## src/hw/pfg_pkg.sv

```systemverilog
package pfg_pkg;

	localparam logic [11:0] CTRL_OFFSET = 12'h808;
	localparam logic [11:0] CDN_OFFSET  = 12'h810;

	localparam int EN_BIT      = 31;
	localparam int RESTART_BIT = 30;
	localparam int MV_BIT      = 12;
	localparam int AV_BIT      = 11;
	localparam int PN_BIT      = 10;
	localparam int ER_BIT      = 9;
	localparam int CI_BIT      = 8;
	localparam int CE_HI       = 7;
	localparam int CE_LO       = 6;
	localparam int DE_BIT      = 5;
	localparam int UEO_BIT     = 4;
	localparam int UER_BIT     = 3;
	localparam int UEU_BIT     = 2;
	localparam int UC_BIT      = 1;
	localparam int OF_BIT      = 0;
	localparam int CDN_MSB     = 31;

	localparam logic [63:0] CTRL_DEFINED  = 64'h0000_0000_c000_1fff;
	localparam logic [63:0] RAO_POSSIBLE  = 64'h0000_0000_0000_1800;
	localparam logic [63:0] CTRL_RESET    = 64'h0;
	localparam logic [31:0] CDN_RESET     = 32'h0;
	localparam logic [31:0] CNT_ZERO      = 32'h0;
	localparam logic [31:0] CNT_ONE       = 32'h1;
	localparam logic [1:0]  INJ_ABSENT    = 2'h0;

	typedef enum logic [2:0] {
		KIND_NONE = 3'h0,
		KIND_UC   = 3'h1,
		KIND_UEU  = 3'h2,
		KIND_UER  = 3'h3,
		KIND_UEO  = 3'h4,
		KIND_DE   = 3'h5,
		KIND_CE   = 3'h6
	} inject_kind_t;

endpackage

```

## src/hw/pseudo_fault_counter.sv

```systemverilog
`timescale 1ns/10ps
module pseudo_fault_counter
	import pfg_pkg::*;
#(
	parameter logic [1:0]  INJ_FEATURE  = 2'h1,
	parameter bit          FIRST_RECORD = 1'b1,
	parameter logic [63:0] SUPPORT_MASK = CTRL_DEFINED,
	parameter logic [63:0] ALWAYS_ONE   = 64'h0,
	parameter int          TICK_DIV     = 1
) (
	input  wire logic         clk_sys,
	input  wire logic         rst_n,
	input  wire logic         errRecoveryRst_n,
	input  wire logic         regWrite,
	input  wire logic         regRead,
	input  wire logic [11:0]  regAddr,
	input  wire logic [63:0]  regWdata,
	output logic      [63:0]  regRdata,
	output logic              regReadValid,
	output logic              injectValid,
	output inject_kind_t      injectKind,
	output logic      [1:0]   injectCe,
	output logic              injectMv,
	output logic              injectAv,
	output logic              injectPn,
	output logic              injectEr,
	output logic              injectCi,
	output logic              injectOf
);

	// ------------------------------------------------------------
	// Register presence and field masks
	// ------------------------------------------------------------
	logic         present;
	logic [63:0]  implMask;
	logic [63:0]  raoMask;
	logic [63:0]  ctrl;
	logic [63:0]  ctrlView;
	logic [31:0]  countdown_value;
	logic [31:0]  cnt;
	logic [15:0]  tickCnt;
	logic         tick;
	logic         ctrlWrite;
	logic         loadPulse;
	logic         decrement;
	logic         reachZero;
	inject_kind_t next_kind;

	assign present  = (INJ_FEATURE != INJ_ABSENT) && FIRST_RECORD;
	assign implMask = present ? ((SUPPORT_MASK & CTRL_DEFINED) | (64'h1 << EN_BIT)) : 64'h0;
	assign raoMask  = present ? (ALWAYS_ONE & RAO_POSSIBLE) : 64'h0;
	assign ctrlView = (ctrl & implMask) | raoMask;

	assign ctrlWrite = regWrite && present && (regAddr == CTRL_OFFSET);

	// ------------------------------------------------------------
	// Software registers
	// ------------------------------------------------------------
	// Unknown-at-reset fields are cleared anyway so simulation starts clean.
	// reset behaviour
	always_ff @(posedge clk_sys or negedge rst_n) begin
		if (!rst_n) begin
			ctrl <= CTRL_RESET;
		end else if (ctrlWrite) begin
			ctrl <= regWdata & implMask;
		end
	end

	always_ff @(posedge clk_sys or negedge rst_n) begin
		if (!rst_n) begin
			countdown_value <= CDN_RESET;
		end else if (regWrite && present && (regAddr == CDN_OFFSET)) begin
			countdown_value <= regWdata[CDN_MSB:0];
		end
	end

	always_ff @(posedge clk_sys or negedge rst_n) begin
		if (!rst_n) begin
			regRdata     <= 64'h0;
			regReadValid <= 1'b0;
		end else begin
			regReadValid <= regRead;
			if (!regRead || !present) begin
				regRdata <= 64'h0;
			end else if (regAddr == CTRL_OFFSET) begin
				regRdata <= ctrlView;
			end else if (regAddr == CDN_OFFSET) begin
				regRdata <= {32'h0, countdown_value};
			end else begin
				regRdata <= 64'h0;
			end
		end
	end

	// ------------------------------------------------------------
	// Error generation counter
	// ------------------------------------------------------------
	// The prescaler restarts on every load so the first step is a full tick away.
	// The prescaler is sixteen bits wide, so TICK_DIV must not exceed 65536.
	always_ff @(posedge clk_sys or negedge rst_n) begin
		if (!rst_n) begin
			tickCnt <= 16'h0;
		end else if (loadPulse || tick) begin
			tickCnt <= 16'h0;
		end else begin
			tickCnt <= tickCnt + 16'h1;
		end
	end
	assign tick = (tickCnt == 16'(TICK_DIV - 1));

	assign loadPulse = ctrlWrite && regWdata[EN_BIT];
	assign decrement = ctrlView[EN_BIT] && (cnt != CNT_ZERO) && tick && !loadPulse && errRecoveryRst_n;
	assign reachZero = decrement && (cnt == CNT_ONE);

	// Error recovery empties the counter; software must re-enable to resume.
	always_ff @(posedge clk_sys or negedge rst_n) begin
		if (!rst_n) begin
			cnt <= CNT_ZERO;
		end else if (!errRecoveryRst_n) begin
			cnt <= CNT_ZERO;
		end else if (loadPulse) begin
			cnt <= countdown_value;
		end else if (reachZero) begin
			cnt <= ctrlView[RESTART_BIT] ? countdown_value : CNT_ZERO;
		end else if (decrement) begin
			cnt <= cnt - CNT_ONE;
		end
	end

	// ------------------------------------------------------------
	// Injected error selection
	// ------------------------------------------------------------
	// Most severe enabled type wins so at most one is raised per expiry.
	// pick one type
	always_comb begin
		if (ctrlView[UC_BIT]) begin
			next_kind = KIND_UC;
		end else if (ctrlView[UEU_BIT]) begin
			next_kind = KIND_UEU;
		end else if (ctrlView[UER_BIT]) begin
			next_kind = KIND_UER;
		end else if (ctrlView[UEO_BIT]) begin
			next_kind = KIND_UEO;
		end else if (ctrlView[DE_BIT]) begin
			next_kind = KIND_DE;
		end else if (ctrlView[CE_HI:CE_LO] != 2'h0) begin
			next_kind = KIND_CE;
		end else begin
			next_kind = KIND_NONE;
		end
	end

	// Kind and flags hold between expiries so a slow recorder can still pick them up.
	// flag copy
	always_ff @(posedge clk_sys or negedge rst_n) begin
		if (!rst_n) begin
			injectValid <= 1'b0;
			injectKind  <= KIND_NONE;
			injectCe    <= 2'h0;
			injectMv    <= 1'b0;
			injectAv    <= 1'b0;
			injectPn    <= 1'b0;
			injectEr    <= 1'b0;
			injectCi    <= 1'b0;
			injectOf    <= 1'b0;
		end else begin
			injectValid <= reachZero && (next_kind != KIND_NONE);
			if (reachZero) begin
				injectKind <= next_kind;
				injectCe   <= (next_kind == KIND_CE) ? ctrlView[CE_HI:CE_LO] : 2'h0;
				injectMv   <= ctrlView[MV_BIT];
				injectAv   <= ctrlView[AV_BIT];
				injectPn   <= ctrlView[PN_BIT];
				injectEr   <= ctrlView[ER_BIT];
				injectCi   <= ctrlView[CI_BIT];
				injectOf   <= ctrlView[OF_BIT];
			end
		end
	end

	// ------------------------------------------------------------
	// Checks
	// ------------------------------------------------------------
	chk_load_counter: assert property (@(posedge clk_sys) disable iff (!rst_n)
		loadPulse && errRecoveryRst_n |=> cnt == $past(countdown_value))
		else $error("Counter not loaded from countdown value.");

	chk_decrement_step: assert property (@(posedge clk_sys) disable iff (!rst_n)
		decrement && !reachZero |=> cnt == $past(cnt) - CNT_ONE)
		else $error("Counter did not step down by one.");

	chk_zero_inject: assert property (@(posedge clk_sys) disable iff (!rst_n)
		reachZero && next_kind != KIND_NONE |=> injectValid && injectKind == $past(next_kind))
		else $error("Expiry did not raise the selected error.");

	chk_restart_reload: assert property (@(posedge clk_sys) disable iff (!rst_n)
		reachZero && ctrlView[RESTART_BIT] |=> cnt == $past(countdown_value))
		else $error("Counter did not reload on restart.");

	chk_stop_zero: assert property (@(posedge clk_sys) disable iff (!rst_n)
		cnt == CNT_ZERO && !loadPulse |=> cnt == CNT_ZERO [*2] or loadPulse)
		else $error("Stopped counter moved without a load.");

	chk_disabled_quiet: assert property (@(posedge clk_sys) disable iff (!rst_n)
		!ctrlView[EN_BIT] |=> !injectValid)
		else $error("Injection while counter disabled.");

	chk_cold_enable: assert property (@(posedge clk_sys) disable iff (!rst_n)
		!$past(rst_n) |-> !ctrl[EN_BIT] && cnt == CNT_ZERO)
		else $error("Enable not clear after cold reset.");

	chk_recovery_keep: assert property (@(posedge clk_sys) disable iff (!rst_n)
		!errRecoveryRst_n && !regWrite |=> ctrl == $past(ctrl) && countdown_value == $past(countdown_value))
		else $error("Controls lost over error-recovery reset.");

	chk_readback_hidden: assert property (@(posedge clk_sys) disable iff (!rst_n)
		regRead && present && regAddr == CDN_OFFSET |=> regReadValid && regRdata == {32'h0, $past(countdown_value)})
		else $error("Countdown read did not return reload value.");

	chk_flag_copy: assert property (@(posedge clk_sys) disable iff (!rst_n)
		reachZero |=> {injectMv, injectAv, injectPn, injectEr, injectCi} == $past(ctrlView[MV_BIT:CI_BIT]))
		else $error("Record flags differ from control bits.");

	chk_ctrl_masks: assert property (@(posedge clk_sys) disable iff (!rst_n)
		regRead && regAddr == CTRL_OFFSET |=> (regRdata & ~(implMask | raoMask)) == 64'h0
			&& (regRdata & raoMask) == raoMask)
		else $error("Control read shows unsupported or missing forced bits.");

	chk_single_shot: assert property (@(posedge clk_sys) disable iff (!rst_n)
		injectValid |-> $past(cnt) == CNT_ONE && $past(decrement))
		else $error("Injection without a counter expiry.");

	// These checks look one edge past the expiry, where the registered outputs have settled.
	chk_stop_after_zero: assert property (@(posedge clk_sys) disable iff (!rst_n)
		reachZero && !ctrlView[RESTART_BIT] |=> cnt == CNT_ZERO)
		else $error("Counter did not stop at zero.");

	// Looking at the earlier restart setting keeps a late write to that bit from tripping this.
	chk_no_repeat: assert property (@(posedge clk_sys) disable iff (!rst_n)
		injectValid && !$past(ctrlView[RESTART_BIT]) |=> !injectValid)
		else $error("Second injection without a new enable write.");

	chk_disabled_frozen: assert property (@(posedge clk_sys) disable iff (!rst_n)
		!ctrlView[EN_BIT] && !loadPulse && errRecoveryRst_n |=> cnt == $past(cnt))
		else $error("Disabled counter kept moving.");

	chk_kind_priority: assert property (@(posedge clk_sys) disable iff (!rst_n)
		reachZero && ctrlView[UC_BIT] |=> injectKind == KIND_UC)
		else $error("Most severe enabled type not chosen.");

	chk_kind_none: assert property (@(posedge clk_sys) disable iff (!rst_n)
		reachZero && ctrlView[CE_HI:UC_BIT] == 7'h0 |=> !injectValid)
		else $error("Injection with no error type enabled.");

	chk_ce_selected: assert property (@(posedge clk_sys) disable iff (!rst_n)
		injectValid && injectKind == KIND_CE |-> injectCe != 2'h0)
		else $error("Corrected error raised without a type code.");

	chk_ce_only_ce: assert property (@(posedge clk_sys) disable iff (!rst_n)
		injectValid && injectKind != KIND_CE |-> injectCe == 2'h0)
		else $error("Corrected type code shown for another error type.");

	chk_forced_flags: assert property (@(posedge clk_sys) disable iff (!rst_n)
		reachZero |=> (injectMv || !raoMask[MV_BIT]) && (injectAv || !raoMask[AV_BIT]))
		else $error("Forced record flag not set on injection.");

	// ------------------------------------------------------------
	// Register checks
	// ------------------------------------------------------------
	// A recovery reset leaves software state alone; only the hidden counter is emptied.
	chk_recovery_enable: assert property (@(posedge clk_sys) disable iff (!rst_n)
		!errRecoveryRst_n && !ctrlWrite |=> ctrlView[EN_BIT] == $past(ctrlView[EN_BIT]))
		else $error("Enable lost over error-recovery reset.");

	chk_cold_outputs: assert property (@(posedge clk_sys) disable iff (!rst_n)
		!$past(rst_n) |-> !injectValid && !regReadValid && regRdata == 64'h0)
		else $error("Outputs not quiet after cold reset.");

	chk_cdn_write: assert property (@(posedge clk_sys) disable iff (!rst_n)
		regWrite && present && regAddr == CDN_OFFSET |=> countdown_value == $past(regWdata[CDN_MSB:0]))
		else $error("Countdown write did not land.");

	chk_read_pulse: assert property (@(posedge clk_sys) disable iff (!rst_n)
		regReadValid |-> $past(regRead))
		else $error("Read data flagged without a read.");

	// A write in the same cycle as a read must not leak into the returned word.
	chk_ctrl_readback: assert property (@(posedge clk_sys) disable iff (!rst_n)
		regRead && present && regAddr == CTRL_OFFSET |=> regRdata == $past(ctrlView))
		else $error("Control read differs from the masked control word.");

	chk_absent_reads: assert property (@(posedge clk_sys) disable iff (!rst_n)
		regRead && !present |=> regRdata == 64'h0)
		else $error("Absent registers did not read as zero.");

	chk_unmapped_reads: assert property (@(posedge clk_sys) disable iff (!rst_n)
		regRead && regAddr != CTRL_OFFSET && regAddr != CDN_OFFSET |=> regRdata == 64'h0)
		else $error("Unmapped offset did not read as zero.");

endmodule // pseudo_fault_counter

```

## config.mk

```make
export PLATFORM = sky130hd
export DESIGN_NAME = pseudo_fault_counter
export DESIGN_NICKNAME = d
export VERILOG_FILES = /design/src/hw/pfg_pkg.sv /design/src/hw/pseudo_fault_counter.sv
export SDC_FILE = /design/constraint.sdc
export NUM_CORES = 1
export LEC_CHECK = 0
export ABC_CLOCK_PERIOD_IN_PS = 3100
export BUFFER_PORTS_ARGS = -buffer_cell sky130_fd_sc_hd__buf_2
export CORE_ASPECT_RATIO = 1.1
export CORE_UTILIZATION = 35
export CTS_CLUSTER_DIAMETER = 150
export DETAILED_ROUTE_END_ITERATION = 10
export PLACE_DENSITY = 0.57
export SETUP_SLACK_MARGIN = 0.15
export SKIP_LAST_GASP = 1
export SLEW_MARGIN = 40
export SYNTH_ARGS = -nofsm -noshare
export SYNTH_HDL_FRONTEND = slang
export SYNTH_SLANG_ARGS = --single-unit
```

## constraint.sdc

```tcl
create_clock -name clk_sys -period 3.1 [get_ports clk_sys]
set_clock_uncertainty 0.2 [all_clocks]
set_input_delay 0.775 -clock clk_sys [delete_from_list [all_inputs] [get_ports clk_sys]]
set_output_delay 0.775 -clock clk_sys [all_outputs]
set_load 0.005 [all_outputs]
```

==> metrics.csv <==
metric,value,unit
critical path depth,7,
"slowest stage delay, CP",0.62,ns
relative slew slack,0.569,
core area,19100,sq um
CTS tree,done,
Avg WL per Cell,16.6,um
CP Capture Point,cnt[12],
crit path launch type,register,
Post-DP HPWL,12300,um
total power,4.16,mW
final antenna-violating net count,0,
number of placement rows,53,
worst r2r dst,cnt[12],
register area share after synthesis,0.515,
crit-path max FO,5,
H-tree levels,4,
Final Util,0.456,
WL final,17800,um
CTS Root Buffer Type,clkbuf_16,
largest net degree at the start of global routing,65,
Clock Path Buffers,2,
GRT Util Overall,0.186,
Iter 0 DRT Violations,290,
critical register-to-register path startpoint,cnt[24],
Clock Sinks,140,
post-synthesis cell count,656,
first-pass GRT wire length,28400,um
Hold Crit Class,in -> async,
FF-to-FF setup slack,0.03,ns
Lkg Pwr,4.39,nW
starting density of the core,0.356,
total gr overflow,0,
Crit path max-delay family,simple AND/OR/NAND/NOR gates,
setup TNS,0,ns
I/O Buffers,93,
Slowest cell on crit path,or4_4,
max-slew violations,0,
CTS Hold Bufs,0,
"FFs w/ async S/R, synth",1.00,
nets,900,
vias in the first global route,5407,
Die W,135,um
pre-CTS setup slack,-0.0221,ns
Achievable Freq,326,MHz
Clock Latency Late Sink,0.42,ns
Clock transition at path regs,0.06,ns
initial antenna violation count,0,
Final Hold Fails,0,
Die ar.,20000,sq um
# DRC,0,
crit path cell chain,"or3_4, or4_4, or3_4, or4_4, nand3_4, o21ai_1, a221o_1",
RD Place Congestion,0.832,
Die H,148,um
Syn Area/Cell,10.4,sq um
Layout fillers,1849,
reg2reg path depth,7,
CTS Buf Count,17,
Ys Warns,0,
period utilization,0.990,
Cell Pwr Density,478,nW/um^2
Tmin final,3.07,ns
Synth cell types,57,
drt pass-1 iters,6,
status,finished clean,
final worst setup slack,0.0307,ns
"Top FF cell, synth",dfrtp_1,
Crit. Startpoint,cnt[24],
Mapped Area,6800,sq um
multi-input logic area,3170,sq um
Crit path arrival time,3.17,ns
Setup CP Type,reg -> reg,
layout cells sized above 1,0.328,
CP Capture Type,register,
RSZ-0062 raised after global routing,true,
Yosys reg bits,140,
number of synthesized flops with an enable pin,0,
vias post-DR,5482,
crit path buf inv count,0,
MaxCap Viol Count,0,
VDD IR-drop max,0.337,mV
DR vias/cell,5.10,
I/O pins,158,
Final Setup Violations,0,
Crit path required time,3.20,ns
Slew @ Worst Pin,0.646,ns
synthesis-to-finish area growth,27.9,%
number of diodes,0,
storage element area,3500,sq um
[per-stage QoR]
step,cells,hold WS [ns],instance area (sq um)
global placement,1029,0.248,7870
global route,1074,0.191,8700
detailed placement,1029,0.253,7870
finish,1074,0.153,8700
CTS,1070,0.180,8580
floorplan,687,0.263,6930
[worst register-to-register path, stage by stage, from the launching register on]
cell	delay, ns
dfrtp_1	0.38
or3_4	0.39
or4_4	0.43
or3_4	0.35
or4_4	0.62
nand3_4	0.19
o21ai_1	0.10
a221o_1	0.30
[cells in the final DEF (no fill, tap or decap), drive strengths merged, types with 6 or more instances in the layout]
cell type	instances
a221o	7
nand4	11
xor2	12
mux2	43
xnor2	11
nand2	77
dfrtp	140
nand3	18
nor4b	6
or4	6
and2	21
clkbuf	17
a211oi	6
nor3	23
a21oi	8
conb	32
nor2	47
buf	165
a31oi	6
nor3b	7
clkinv	7
nor4	13
a22o	16
inv	16
and3	8
a22oi	7
o21ai	40
[layer usage]
layer  part of all wire  GRT usage  vias to the layer above
li1                   -          -                     2629
met1               0.43      0.235                     2675
met2               0.50      0.312                      153
met3              0.045     0.0392                       25
met4              0.020     0.0680                        0
met5                  0          0                        -
[registers in the layout, summed over array words and instances, names as in the netlist]
name	count
injectOf	1
injectEr	1
ctrl	15
tickCnt	16
injectCe	2
injectPn	1
cnt	32
injectCi	1
injectKind	3
countdown_value	32
injectAv	1
regReadValid	1
injectMv	1
regRdata	32
injectValid	1
[worst min path at each step]
stage	end	startpoint
finish	countdown_value[0]	rst_n
global route	regRdata[1]	rst_n
CTS	regRdata[29]	rst_n
detailed placement	injectEr	injectEr
global placement	injectEr	injectEr
floorplan	injectAv	ctrl[11]
[power by group]
group / switching (mW) / internal [mW] / total (mW)
registers: 0.0582 / 1.87 / 1.93
clock network: 0.818 / 1.20 / 2.01
logic: 0.129 / 0.0898 / 0.219
total: 1.01 / 3.15 / 4.16
[synth_stat cells (2+ instances only)]
| library cell | count | share of area |
|---|---|---|
| a22o_1 | 16 | 0.021 |
| ha_1 | 5 | 0.0092 |
| mux2_2 | 43 | 0.071 |
| o211ai_1 | 5 | 0.0055 |
| a21oi_1 | 8 | 0.0059 |
| a311oi_1 | 2 | 0.0026 |
| nor4b_1 | 6 | 0.0077 |
| o311ai_0 | 3 | 0.0039 |
| and2_1 | 20 | 0.018 |
| nor2_1 | 47 | 0.026 |
| nand2_1 | 77 | 0.042 |
| o2bb2ai_1 | 5 | 0.0064 |
| a21o_1 | 4 | 0.0044 |
| clkbuf_1 | 23 | 0.013 |
| or3_1 | 3 | 0.0028 |
| a41o_1 | 2 | 0.0029 |
| nand3_1 | 15 | 0.011 |
| a41oi_1 | 2 | 0.0026 |
| o41ai_1 | 2 | 0.0026 |
| xnor2_1 | 11 | 0.014 |
| nor3b_1 | 7 | 0.0077 |
| or4_1 | 5 | 0.0055 |
| and3_1 | 8 | 0.0074 |
| a211o_1 | 4 | 0.0052 |
| dfrtp_1 | 140 | 0.52 |
| o21ai_0 | 35 | 0.026 |
| nand4_1 | 11 | 0.010 |
| buf_4 | 34 | 0.038 |
| or2_2 | 2 | 0.0018 |
| inv_1 | 12 | 0.0066 |
| a22oi_1 | 7 | 0.0077 |
| nor2b_1 | 2 | 0.0018 |
| a211oi_1 | 6 | 0.0066 |
| nor4_1 | 12 | 0.011 |
| nand2b_1 | 2 | 0.0018 |
| nor3_1 | 22 | 0.016 |
| a221o_1 | 7 | 0.010 |
| o21ai_1 | 5 | 0.0037 |
| xor2_1 | 12 | 0.015 |
| a31oi_1 | 6 | 0.0055 |
| o31ai_1 | 2 | 0.0022 |
[cell type report]
cell class	instances	share of cell area
sequential	140	0.403
multi-input combinational	478	0.365
timing repair buffer	165	0.124
clock buffer	17	0.0489
tap	247	0.0355
clock inverter	15	0.0188
inverter	12	0.00518
[timing repair]
item / 4_1_cts / 5_1_grt
cloned: 2 / 0
buffers inserted: 7 / 4
pin swaps: 4 / 9
gates resized for setup: 12 / 21
endpoints found under the setup margin: 33 / 33
[logic make-up after synthesis]
kind of cell / synth area share
flip-flops: 0.515
multiplexers: 0.0727
adder cells (fa/ha/maj): 0.00920
AND/OR/NAND/NOR: 0.185
buffers and inverters: 0.0592
other: 0.000551
AO/OA/AOI/OAI: 0.128
XOR/XNOR: 0.0296
(Power assumes the default switching activity.)
